### config.mk
export PLATFORM = sky130hd
export DESIGN_NAME = lco_cmd
export DESIGN_NICKNAME = d
export VERILOG_FILES = /design/src/core/lco_buf2.v /design/src/core/lco_cmd.v
export VERILOG_INCLUDE_DIRS = /design/src /design/src/core
export SDC_FILE = /design/constraint.sdc
export NUM_CORES = 1
export LEC_CHECK = 0
export BUFFER_PORTS_ARGS = -buffer_cell sky130_fd_sc_hd__buf_2
export CAP_MARGIN = 20
export CORE_UTILIZATION = 35
export CTS_BUF_LIST = sky130_fd_sc_hd__clkbuf_4
export CTS_CLUSTER_SIZE = 28
export DETAILED_ROUTE_END_ITERATION = 10
export GPL_TIMING_DRIVEN = 0
export SETUP_SLACK_MARGIN = 0.1
export SLEW_MARGIN = 30
export SYNTH_ARGS = -nofsm -noshare
export SYNTH_HDL_FRONTEND = slang
export SYNTH_SLANG_ARGS = --single-unit
export TNS_END_PERCENT = 100
### constraint.sdc
create_clock -name CLK_SYS -period 2.95 [get_ports CLK_SYS]
set_input_delay 0.295 -clock CLK_SYS [delete_from_list [all_inputs] [get_ports CLK_SYS]]
set_output_delay 0.295 -clock CLK_SYS [all_outputs]
set_load 0.03 [all_outputs]
### src/core/lco_defs.vh
/*
  lco_defs.vh: command codes, field positions, reset values for the
  cursor / overlay / memory access command interpreter.
  assumes: included by bare name from core modules.
*/
`ifndef LCO_DEFS_VH
`define LCO_DEFS_VH
// command codes
`define LCO_CMD_CSR_FORM     8'h5D
`define LCO_CMD_DIR_BASE     6'h13
`define LCO_CMD_OVERLAY      8'h5B
`define LCO_CMD_CHARGEN      8'h5C
`define LCO_CMD_HSCROLL      8'h5A
`define LCO_CMD_CSR_WRITE    8'h46
`define LCO_CMD_CSR_READ     8'h47
`define LCO_CMD_MEM_WRITE    8'h42
`define LCO_CMD_MEM_READ     8'h43
// direction codes
`define LCO_DIR_RIGHT        2'h0
`define LCO_DIR_LEFT         2'h1
`define LCO_DIR_UP           2'h2
`define LCO_DIR_DOWN         2'h3
// reset values
`define LCO_RST_PITCH        16'h0028
`define LCO_RST_CRX          4'h7
`define LCO_RST_CRY          4'h7
// field positions
`define LCO_FORM_CM_BIT      7
`define LCO_OV_MX_LO         0
`define LCO_OV_DM1_BIT       2
`define LCO_OV_DM2_BIT       3
`define LCO_OV_OV_BIT        4
// cursor lookahead on reads while cursor shown
`define LCO_READ_AHEAD       16'h0002
`endif

### src/core/lco_buf2.v
/*
  lco_buf2.v: two-entry skid buffer with valid/ready on both sides.
  assumes: one clock, synchronous active-low reset.
*/
`timescale 1ns/100ps
module lco_buf2
#(
  parameter W = 24
)
(
  // clock and reset
  input  wire         clk,
  input  wire         rst_n,
  // fill side
  input  wire         in_valid,
  output wire         in_ready,
  input  wire [W-1:0] in_data,
  // drain side
  output wire         out_valid,
  input  wire         out_ready,
  output wire [W-1:0] out_data
);
  reg  [W-1:0] mem_r [0:1];
  reg          wp_r;
  reg          rp_r;
  reg  [1:0]   cnt_r;
  wire         push;
  wire         pop;

  assign in_ready  = (cnt_r != 2'h2);
  assign out_valid = (cnt_r != 2'h0);
  assign out_data  = mem_r[rp_r];
  assign push      = in_valid & in_ready;
  assign pop       = out_valid & out_ready;

  always @(posedge clk)
  begin
    if (!rst_n)
    begin
      wp_r  <= 1'b0;
      rp_r  <= 1'b0;
      cnt_r <= 2'h0;
    end
    else
    begin
      if (push)
      begin
        mem_r[wp_r] <= in_data;
        wp_r        <= ~wp_r;
      end
      if (pop)
        rp_r <= ~rp_r;
      if (push && !pop)
        cnt_r <= cnt_r + 2'h1;
      else if (pop && !push)
        cnt_r <= cnt_r - 2'h1;
    end
  end
endmodule // lco_buf2

### src/core/lco_cmd.v
/*
  lco_cmd.v: command interpreter for cursor form, cursor direction,
  overlay, pixel scroll, cursor address write/read and streaming
  memory write/read.
  assumes: host bytes already decoded into one-cycle strobes on CLK_SYS;
  display memory port answers a read with MEM_RD_VALID some cycles later.
*/
`timescale 1ns/100ps
`include "lco_defs.vh"
module lco_cmd
#(
  parameter AW = 16
)
(
  // clock and reset
  input  wire          CLK_SYS,
  input  wire          RST_N,
  // host byte strobes
  input  wire          CMD_WR,
  input  wire          DAT_WR,
  input  wire [7:0]    HOST_DIN,
  input  wire          DAT_RD,
  output reg  [7:0]    HOST_DOUT,
  output reg           HOST_DOUT_VALID,
  // configuration inputs
  input  wire [15:0]   ADDR_PITCH,
  input  wire          CURSOR_SHOWN,
  // display memory port
  output reg           MEM_REQ,
  output reg           MEM_WE,
  output reg  [AW-1:0] MEM_ADDR,
  output reg  [7:0]    MEM_WDATA,
  input  wire          MEM_READY,
  input  wire          MEM_RD_VALID,
  input  wire [7:0]    MEM_RDATA,
  // cursor and overlay state
  output reg  [AW-1:0] CURSOR_ADDR,
  output reg  [3:0]    CURSOR_HORZ,
  output reg  [3:0]    CURSOR_VERT_FIELD,
  output reg           CURSOR_SHAPE_BIT,
  output reg           CURSOR_VERT_ILLEGAL,
  output reg  [3:0]    UNDERLINE_ROW,
  output reg  [4:0]    BLOCK_HEIGHT,
  output reg           DIR_SELECT_HI,
  output reg           DIR_SELECT_LO,
  output reg  [1:0]    COMPOSITION_SELECT,
  output reg           BLOCK1_MODE_BIT,
  output reg           BLOCK3_MODE_BIT,
  output reg           LAYER_COUNT_BIT,
  output reg           LAYER3_ENABLE,
  output reg           BLOCK1_GRAPHICS,
  output reg           BLOCK3_GRAPHICS,
  output reg  [2:0]    PIXEL_HSCROLL,
  output reg  [15:0]   CHARGEN_BASE
);
  localparam ST_IDLE  = 3'h0;
  localparam ST_FORM  = 3'h1;
  localparam ST_OVL   = 3'h2;
  localparam ST_HSCR  = 3'h3;
  localparam ST_CURSOR_ADDR_WRITE_CMD  = 3'h4;
  localparam ST_CURSOR_ADDR_READ_CMD  = 3'h5;
  localparam ST_MWR   = 3'h6;
  localparam ST_MRD   = 3'h7;

  reg  [2:0]    st_r;
  reg           pidx_r;
  reg           hi_next_r;
  reg  [AW-1:0] step_r;
  reg           wait_rd_r;
  wire [1:0]    dir_w;
  wire [7:0]    cmd_w;
  wire          bq_ready;
  wire          bq_valid;
  wire [AW+7:0] bq_data;
  reg           bq_push;
  wire          bq_pop;
  wire          prefetch;

  assign dir_w = {DIR_SELECT_HI, DIR_SELECT_LO};
  assign cmd_w = HOST_DIN;

  always @*
  begin
    case (dir_w)
      `LCO_DIR_RIGHT: step_r = {{(AW-1){1'b0}}, 1'b1};
      `LCO_DIR_LEFT:  step_r = {AW{1'b1}};
      `LCO_DIR_UP:    step_r = ~ADDR_PITCH[AW-1:0] + {{(AW-1){1'b0}}, 1'b1};
      `LCO_DIR_DOWN:  step_r = ADDR_PITCH[AW-1:0];
      default:        step_r = {{(AW-1){1'b0}}, 1'b1};
    endcase
  end

  // cursor address queued with byte; a byte sent while the buffer is full is lost
  always @*
  begin
    bq_push = DAT_WR && !CMD_WR && (st_r == ST_MWR);
  end

  lco_buf2 #(.W(AW + 8)) i_lco_buf2
  (
    .clk       (CLK_SYS),
    .rst_n     (RST_N),
    .in_valid  (bq_push),
    .in_ready  (bq_ready),
    .in_data   ({CURSOR_ADDR, HOST_DIN}),
    .out_valid (bq_valid),
    .out_ready (bq_pop),
    .out_data  (bq_data)
  );

  assign bq_pop   = bq_valid && (!MEM_REQ || MEM_READY) && !wait_rd_r;
  assign prefetch = (st_r == ST_MRD) && !wait_rd_r && !HOST_DOUT_VALID && !MEM_REQ;

  always @(posedge CLK_SYS)
  begin
    if (!RST_N)
    begin
      st_r                <= ST_IDLE;
      pidx_r              <= 1'b0;
      hi_next_r           <= 1'b0;
      wait_rd_r           <= 1'b0;
      HOST_DOUT           <= 8'h00;
      HOST_DOUT_VALID     <= 1'b0;
      MEM_REQ             <= 1'b0;
      MEM_WE              <= 1'b0;
      MEM_ADDR            <= {AW{1'b0}};
      MEM_WDATA           <= 8'h00;
      CURSOR_ADDR         <= {AW{1'b0}};
      CURSOR_HORZ         <= `LCO_RST_CRX;
      CURSOR_VERT_FIELD   <= `LCO_RST_CRY;
      CURSOR_SHAPE_BIT    <= 1'b1;
      CURSOR_VERT_ILLEGAL <= 1'b0;
      UNDERLINE_ROW       <= `LCO_RST_CRY;
      BLOCK_HEIGHT        <= 5'h08;
      DIR_SELECT_HI       <= 1'b0;
      DIR_SELECT_LO       <= 1'b0;
      COMPOSITION_SELECT  <= 2'h0;
      BLOCK1_MODE_BIT     <= 1'b0;
      BLOCK3_MODE_BIT     <= 1'b0;
      LAYER_COUNT_BIT     <= 1'b0;
      LAYER3_ENABLE       <= 1'b0;
      BLOCK1_GRAPHICS     <= 1'b0;
      BLOCK3_GRAPHICS     <= 1'b0;
      PIXEL_HSCROLL       <= 3'h0;
      CHARGEN_BASE        <= 16'h0000;
    end
    else
    begin
      // memory port handshake
      if (MEM_REQ && MEM_READY)
        MEM_REQ <= 1'b0;
      if (bq_pop)
      begin
        MEM_REQ   <= 1'b1;
        MEM_WE    <= 1'b1;
        MEM_ADDR  <= bq_data[AW+7:8];
        MEM_WDATA <= bq_data[7:0];
      end
      // read two ahead with cursor shown
      else if (prefetch)
      begin
        MEM_REQ   <= 1'b1;
        MEM_WE    <= 1'b0;
        MEM_ADDR  <= CURSOR_SHOWN ? CURSOR_ADDR + `LCO_READ_AHEAD : CURSOR_ADDR;
        wait_rd_r <= 1'b1;
      end
      if (MEM_RD_VALID && wait_rd_r)
      begin
        wait_rd_r       <= 1'b0;
        HOST_DOUT       <= (st_r == ST_MRD) ? MEM_RDATA : HOST_DOUT;
        HOST_DOUT_VALID <= (st_r == ST_MRD);
      end

      if (CMD_WR)
      begin
        pidx_r          <= 1'b0;
        HOST_DOUT_VALID <= 1'b0;
        if (cmd_w[7:2] == `LCO_CMD_DIR_BASE)
        begin
          DIR_SELECT_HI <= cmd_w[1];
          DIR_SELECT_LO <= cmd_w[0];
          st_r          <= ST_IDLE;
        end
        else
        begin
          case (cmd_w)
            `LCO_CMD_CSR_FORM:  st_r <= ST_FORM;
            `LCO_CMD_OVERLAY:   st_r <= ST_OVL;
            `LCO_CMD_HSCROLL:   st_r <= ST_HSCR;
            `LCO_CMD_CHARGEN:   st_r <= ST_HSCR;
            `LCO_CMD_CSR_WRITE: st_r <= ST_CURSOR_ADDR_WRITE_CMD;
            `LCO_CMD_MEM_WRITE: st_r <= ST_MWR;
            `LCO_CMD_CSR_READ:
            begin
              st_r            <= ST_CURSOR_ADDR_READ_CMD;
              hi_next_r       <= 1'b0;
              HOST_DOUT       <= CURSOR_ADDR[7:0];
              HOST_DOUT_VALID <= 1'b1;
            end
            `LCO_CMD_MEM_READ:  st_r <= ST_MRD;
            default:            st_r <= ST_IDLE;
          endcase
          pidx_r <= (cmd_w == `LCO_CMD_CHARGEN);
        end
      end
      else if (DAT_WR)
      begin
        case (st_r)
          ST_FORM:
          begin
            pidx_r <= 1'b1;
            if (!pidx_r)
              CURSOR_HORZ <= HOST_DIN[3:0];
            else
            begin
              CURSOR_VERT_FIELD   <= HOST_DIN[3:0];
              CURSOR_VERT_ILLEGAL <= (HOST_DIN[3:0] == 4'h0);
              CURSOR_SHAPE_BIT    <= HOST_DIN[`LCO_FORM_CM_BIT];
              UNDERLINE_ROW       <= HOST_DIN[3:0];
              BLOCK_HEIGHT        <= {1'b0, HOST_DIN[3:0]} + 5'h01;
            end
          end
          ST_OVL:
          begin
            // one method for the whole layer
            COMPOSITION_SELECT <= HOST_DIN[`LCO_OV_MX_LO+1:`LCO_OV_MX_LO];
            BLOCK1_MODE_BIT    <= HOST_DIN[`LCO_OV_DM1_BIT];
            BLOCK3_MODE_BIT    <= HOST_DIN[`LCO_OV_DM2_BIT];
            BLOCK1_GRAPHICS    <= HOST_DIN[`LCO_OV_DM1_BIT];
            BLOCK3_GRAPHICS    <= HOST_DIN[`LCO_OV_DM2_BIT];
            LAYER_COUNT_BIT    <= HOST_DIN[`LCO_OV_OV_BIT];
            LAYER3_ENABLE      <= HOST_DIN[`LCO_OV_OV_BIT] & HOST_DIN[`LCO_OV_DM1_BIT];
          end
          ST_HSCR:
          begin
            if (!pidx_r)
              PIXEL_HSCROLL <= HOST_DIN[2:0];
            else
              CHARGEN_BASE[7:0] <= HOST_DIN;
            if (pidx_r)
              st_r <= ST_CURSOR_ADDR_READ_CMD;
          end
          ST_CURSOR_ADDR_WRITE_CMD:
          begin
            pidx_r <= 1'b1;
            if (!pidx_r)
              CURSOR_ADDR[7:0] <= HOST_DIN;
            else
              CURSOR_ADDR[AW-1:8] <= HOST_DIN[AW-9:0];
          end
          ST_MWR:
            if (bq_ready)
              CURSOR_ADDR <= CURSOR_ADDR + step_r;
          default:
          begin
            if (st_r == ST_CURSOR_ADDR_READ_CMD && pidx_r)
              CHARGEN_BASE[15:8] <= HOST_DIN;
          end
        endcase
      end
      else if (DAT_RD)
      begin
        if (st_r == ST_CURSOR_ADDR_READ_CMD && !hi_next_r)
        begin
          hi_next_r <= 1'b1;
          HOST_DOUT <= CURSOR_ADDR[AW-1:8];
        end
        else if (st_r == ST_CURSOR_ADDR_READ_CMD)
          HOST_DOUT_VALID <= 1'b0;
        else if (st_r == ST_MRD && HOST_DOUT_VALID)
        begin
          HOST_DOUT_VALID <= 1'b0;
          CURSOR_ADDR     <= CURSOR_ADDR + step_r;
        end
      end
    end
  end
endmodule // lco_cmd

---- Word level (Yosys, flattened, before mapping) ----
Memory sizes are Yosys's and may differ from the RTL's. A register that Yosys moved wholly into a read port is not among the register bits.
Cells that the tools add are included.
storage, ports and cells
  register bits after elaboration ......... 103
  bits in writable memories ............... 48
  input port bits ......................... 40
  output and inout port bits .............. 99
  word-level logic and storage cells ...... 188
  memories ................................ 1
memories
  memory            words  width  read ports  clocked after memory_dff  write ports  line           text
  i_lco_buf2.mem_r  2      24     1           1                         1            lco_buf2.v:23  reg [W-1:0] mem_r [0:1];
operators by class
  $add $sub $neg .......................... 6
  eq/ne operators ......................... 29
  multiplexer cells ....................... 58
  bitwise logic cells ..................... 11
  reduce and logical (&&, ||, !) cells .... 53
operator list
  kind                                                              count
  16-bit 2-to-1 mux                                                 9
  8-bit 2-to-1 mux                                                  10
  8-bit by 7-bit == test with 1-bit output (second input constant)  8
  16-bit case mux with 4 select lines                               1
  16-bit case mux with 2 select lines                               1
  1-bit 2-to-1 mux                                                  29
  2-bit nonzero test                                                11
  3-bit case mux with 7 select lines                                1
  4-bit AND reduction                                               5
  16-bit by 1-bit adder with 16-bit output (second input constant)  1
  16-bit adder                                                      1
  16-bit by 2-bit adder with 16-bit output (second input constant)  1
  16-bit NOT                                                        1
  8-bit AND reduction                                               2
  3-bit 2-to-1 mux                                                  5
  1-bit logical AND                                                 14
  3-bit == test (second input constant)                             4
  2-bit != test (second input constant)                             5
  1-bit zero test                                                   7
  1-bit NOT                                                         7
  3-bit by 2-bit == test with 1-bit output (second input constant)  2
  6-bit by 5-bit == test with 1-bit output (second input constant)  1
  3-bit != test (second input constant)                             2
  2-bit AND reduction                                               3
  19 further kinds                                                  26

---- Longest topological paths before layout ----
  depth after elaboration ................. 9
  depth in mapped cells ................... 15
  gate-level depth less buffers ........... 15

---- Cells and area by module ----
Synthesis repeated with hierarchy kept, for this count alone.
second synthesis, totals
  cells, all modules ...................... 839
  area total of the unflattened synthesis .. 7875.1 µm²
modules (own cells, without submodules)
  module    times used  cells an instance  area an instance (µm²)  seq. area each (µm²)
  lco_cmd   1           737                5909.4                  1981.9
  lco_buf2  1           102                1965.6                  1541.5

---- Worst setup path after synthesis ----
Ideal clock, no wire load.
  path type ............................... register to register
  start ................................... register DIR_SELECT_LO
  end ..................................... register CURSOR_ADDR[13]
  data arrival time ....................... 2.911 ns
  data required time ...................... 2.847 ns
  setup slack ............................. -0.064 ns
  cell stages (with the launch flop) ...... 13
  buffers on the path ..................... 3
  cells stage by stage .................... dfxtp_1 > clkbuf_1 > clkbuf_1 > clkbuf_1 > a21oi_1 > a21oi_1 > ha_1 > and4_1 > a21boi_0 > a21oi_1 > o21bai_1 > xnor2_1 > a2111oi_2
on the way
  word-level cells in the longest chain between the ends .. 8
  elaborated cells on any way between the ends .. 13
  classes of those cells .................. add/sub: 1; eq/ne: 3; mux: 8; reduce/logical: 1
RTL lines
  what                                     line                          text
  start, declared                          lco_cmd.v:45                  output reg DIR_SELECT_LO,
  start signal, assigned                   lco_cmd.v:181                 DIR_SELECT_LO <= cmd_w[0];
  2-bit == test (tied with other cells)    lco_cmd.v:84                  case (dir_w)
  16-bit case mux with 4 select lines (*)  lco_cmd.v:84
  16-bit adder (*)                         lco_cmd.v:253, lco_cmd.v:273
  16-bit 2-to-1 mux                        lco_cmd.v:270                 else if (st_r == ST_MRD && HOST_DOUT_VALID)
  16-bit 2-to-1 mux                        lco_cmd.v:268                 else if (st_r == ST_CURSOR_ADDR_READ_CMD)
  16-bit 2-to-1 mux                        lco_cmd.v:263                 if (st_r == ST_CURSOR_ADDR_READ_CMD && !hi_next_r)
  16-bit 2-to-1 mux                        lco_cmd.v:261                 else if (DAT_RD)
  16-bit 2-to-1 mux (*)                    lco_cmd.v:206                 else if (DAT_WR)
  end signal, assigned by index            lco_cmd.v:249                 CURSOR_ADDR[AW-1:8] <= HOST_DIN[AW-9:0];
  end signal, assigned                     lco_cmd.v:253                 CURSOR_ADDR <= CURSOR_ADDR + step_r;
  end signal, assigned                     lco_cmd.v:273                 CURSOR_ADDR <= CURSOR_ADDR + step_r;
  end, declared                            lco_cmd.v:37                  output reg [AW-1:0] CURSOR_ADDR,
Every way passes the cells marked *; elsewhere a longest branch is shown, timed or not. The select of a mux whose other input is x is not followed.
A chain may end at the register's enable or synchronous reset.

---- Worst setup path in the final report ----
  start ................................... register DIR_SELECT_LO
  end ..................................... register CURSOR_ADDR[14]
Same word-level chain as after synthesis.

==> impl_metrics.json <==
{
  "cp_data_required_time_ns": 3.40,
  "area_growth_pct": 22.3,
  "timing.critical_path.from": "DIR_SELECT_LO",
  "timing.fmax_ghz": 0.363,
  "fin_worst_skew_ns": 0.0258,
  "final_area_um2": 9440,
  "setup_violations": 0,
  "yosysTopAreaCell": "dfxtp_1",
  "cts_buffers": 17,
  "critPathSlowestCell": "a2111oi_2",
  "dr.pass1.iters": 8,
  "drc": 0,
  "synthesis.nets": 877,
  "cp_max_fo": 10,
  "grt_usage_pct": 20.0,
  "hold_violations": 0,
  "port_buffers": 137,
  "synth_top_area_share_pct": 27.0,
  "grt_overflow_total": 0,
  "antenna_found_initial": 0,
  "worst_slew_pin_slew_ns": 0.799,
  "drv_slew": 0,
  "ant_nets": 0,
  "vias": 6779,
  "synth.area.top_cells": "dfxtp_1 (27%), edfxtp_1 (19%), mux2i_1 (8.3%)",
  "worstPathArrival_ns": 3.20,
  "tns_ns": 0,
  "ir_drop_mv": 0.324,
  "drt_iter0_markers": 462,
  "synth_cell_types": 66,
  "path_common_cell": "buf_8",
  "crit_buf_inv": 2,
  "p_per_area_nw_per_um2": 538,
  "routed_wl_mm": 23.0,
  "synthArstFlopShare_pct": 0,
  "min_from": "MEM_READY",
  "path_delay_family": "compound AO/OA/AOI/OAI gates",
  "slew_headroom_pct": 46.7,
  "synth-edff-count": 48,
  "grt_pass1_wl_mm": 34.3,
  "h-tree-depth": 4,
  "chipWidth_um": 151,
  "layout-drive-gt1-share_pct": 26.2,
  "leakagePower_nw": 3.84,
  "fill_cells": 2175,
  "ys_seq_area_share_pct": 45.6,
  "avgSynthCellArea_um2": 9.49,
  "cap_violations": 0,
  "slowest_delay_ns": 0.39,
  "rsz0062_at_grt": "yes",
  "io_pins": 139,
  "placed_area_um2": 8790,
  "globalplace.congestion": 0.867,
  "synth_common_cells": "nor2_1 (116), dfxtp_1 (104), mux2i_1 (64)",
  "insertion_delay_ns": 0.56,
  "cts_root_buf": "clkbuf_4",
  "crit_path_end_kind": "flip-flop",
  "die_y_um": 151,
  "status": "finished clean",
  "ys.flop_type": "dfxtp_1",
  "die-area_um2": 22700,
  "finalCritPeriodShare_pct": 93.4,
  "min_period_ns": 2.75,
  "clk_pin_slew_worst_paths_ns": 0.13,
  "antenna_cells": 0,
  "synth_seq_cells": 152,
  "r2r_slack_ns": 0.20,
  "yosys_warnings": 0,
  "grt_max_degree": 25,
  "nets": 1055,
  "multiInputGateArea_um2": 3980,
  "r2r-start": "DIR_SELECT_LO",
  "postSynthCellCount": 814,
  "core_um2": 21400,
  "initial_core_util_pct": 36.2,
  "cts_max_path_buffers": 2,
  "hold_path.class": "in -> reg",
  "cts_tree": "done",
  "dp_hpwl_mm": 16.5,
  "path_class": "reg -> reg",
  "post-synth-top-count-cell": "nor2_1",
  "crit_chain": "buf_8, buf_8, a21oi_2, a31o_2, fa_2, and2b_2, o2111ai_2, nand3_2, a31oi_1, o21ai_1, xnor2_1, a2111oi_2",
  "startpoint_type": "flip-flop",
  "wire_per_inst_um": 17.9,
  "cts_num_sinks": 152,
  "syn_area_um2": 7720,
  "rows": 53,
  "viasPerCell": 5.30,
  "final-seq-area_um2": 3530,
  "grt_pass1_vias": 6094
}
-- per-stage QoR --
step	hold WS [ns]	total power [W]	cells	utilization, %	setup WS, ns
after floorplan	0.394	0.00331	814	-	0.104
after global placement	0.452	0.00369	1226	41.0	-0.522
final	0.0466	0.00508	1280	44.2	0.195
after detailed placement	0.461	0.00370	1227	41.2	-0.233
after global routing	0.0239	0.00531	1280	44.2	0.0688
after CTS	0.0119	0.00510	1266	43.2	0.106
-- routing by layer --
layer  up-vias  global-route usage [%]  part of all wire (%)
met1      3213                    29.2                    48
met2       237                    29.9                    43
met4         0                    5.45                   1.5
met3        30                    3.85                   7.2
met5         -                       0                     0
li1       3299                       -                     -
-- path summary, 6_finish.rpt --
kind,end,cells after the start
max reg2reg,CURSOR_ADDR[14],12
min reg2reg,CURSOR_SHAPE_BIT,2
min,MEM_REQ,4
max,CURSOR_ADDR[14],12
-- placed cells by master, fill, tap and decap left out, drive strengths merged, types with 4 or more instances in the layout --
cell,count
nand4,11
nor2,119
nand3,16
o211ai,8
a21o,4
and3,8
a311oi,4
nor2b,6
a31oi,9
a22oi,8
nand2,62
xor2,17
a211oi,40
xnor2,18
edfxtp,48
a21oi,61
nand2b,8
or3,5
o21ai,34
nor3,15
nor4,7
dfxtp,104
inv,24
a2111oi,4
mux2i,64
o21a,11
clkbuf,41
buf,186
ha,22
-- worst min-delay path, stage by stage --
cell	delay, ns
buf_2	0.08
nor2b_1	0.05
nor2_1	0.10
nor2_1	0.05
-- repair_timing --
action / CTS / global route
setup endpoints to repair: 5 / 8
endpoints found under the hold margin: 6 / 0
gates cloned: 0 / 1
hold buffers: 3 / 0
pin swaps: 7 / 19
resized for setup: 19 / 29
buffers inserted: 4 / 13
-- logic make-up after synthesis --
group | count (synthesis) | synth area share [%]
and+or+nand+nor | 268 | 16.9
adders and majority gates | 23 | 3.82
DFF | 152 | 45.6
muxes | 66 | 8.59
xor gates and xnor gates | 35 | 3.97
AOI/OAI and AO/OA | 198 | 16.8
buffers and inverters | 72 | 4.28
-- state kept, by name (all words and copies together) (netlist names), 2 cells and up, named ones only --
signal / flops
BLOCK_HEIGHT: 5
CHARGEN_BASE: 16
COMPOSITION_SELECT: 2
CURSOR_ADDR: 16
CURSOR_HORZ: 4
HOST_DOUT: 8
MEM_ADDR: 16
MEM_WDATA: 8
PIXEL_HSCROLL: 3
UNDERLINE_ROW: 4
i_lco_buf2.cnt_r: 2
i_lco_buf2.mem_r: 48
st_r: 3
-- layout make-up --
cell class	count	share of cell area, %
multi-input cells	590	42.1
flip-flops and latches	152	37.4
repair buffers	159	9.49
well taps	275	3.64
plain buffers	52	3.17
clock inverters	13	1.79
clock buffers	19	1.51
inverters	20	0.875
-- report_power, final --
group | internal (W) | total (W) | leakage, nW | switching (W)
clock network | 0.000619 | 0.00142 | 0.162 | 0.000799
logic | 0.000397 | 0.00123 | 2.33 | 0.000830
registers | 0.00232 | 0.00243 | 1.35 | 0.000111
No activity file was read; power rests on OpenSTA's default activity.
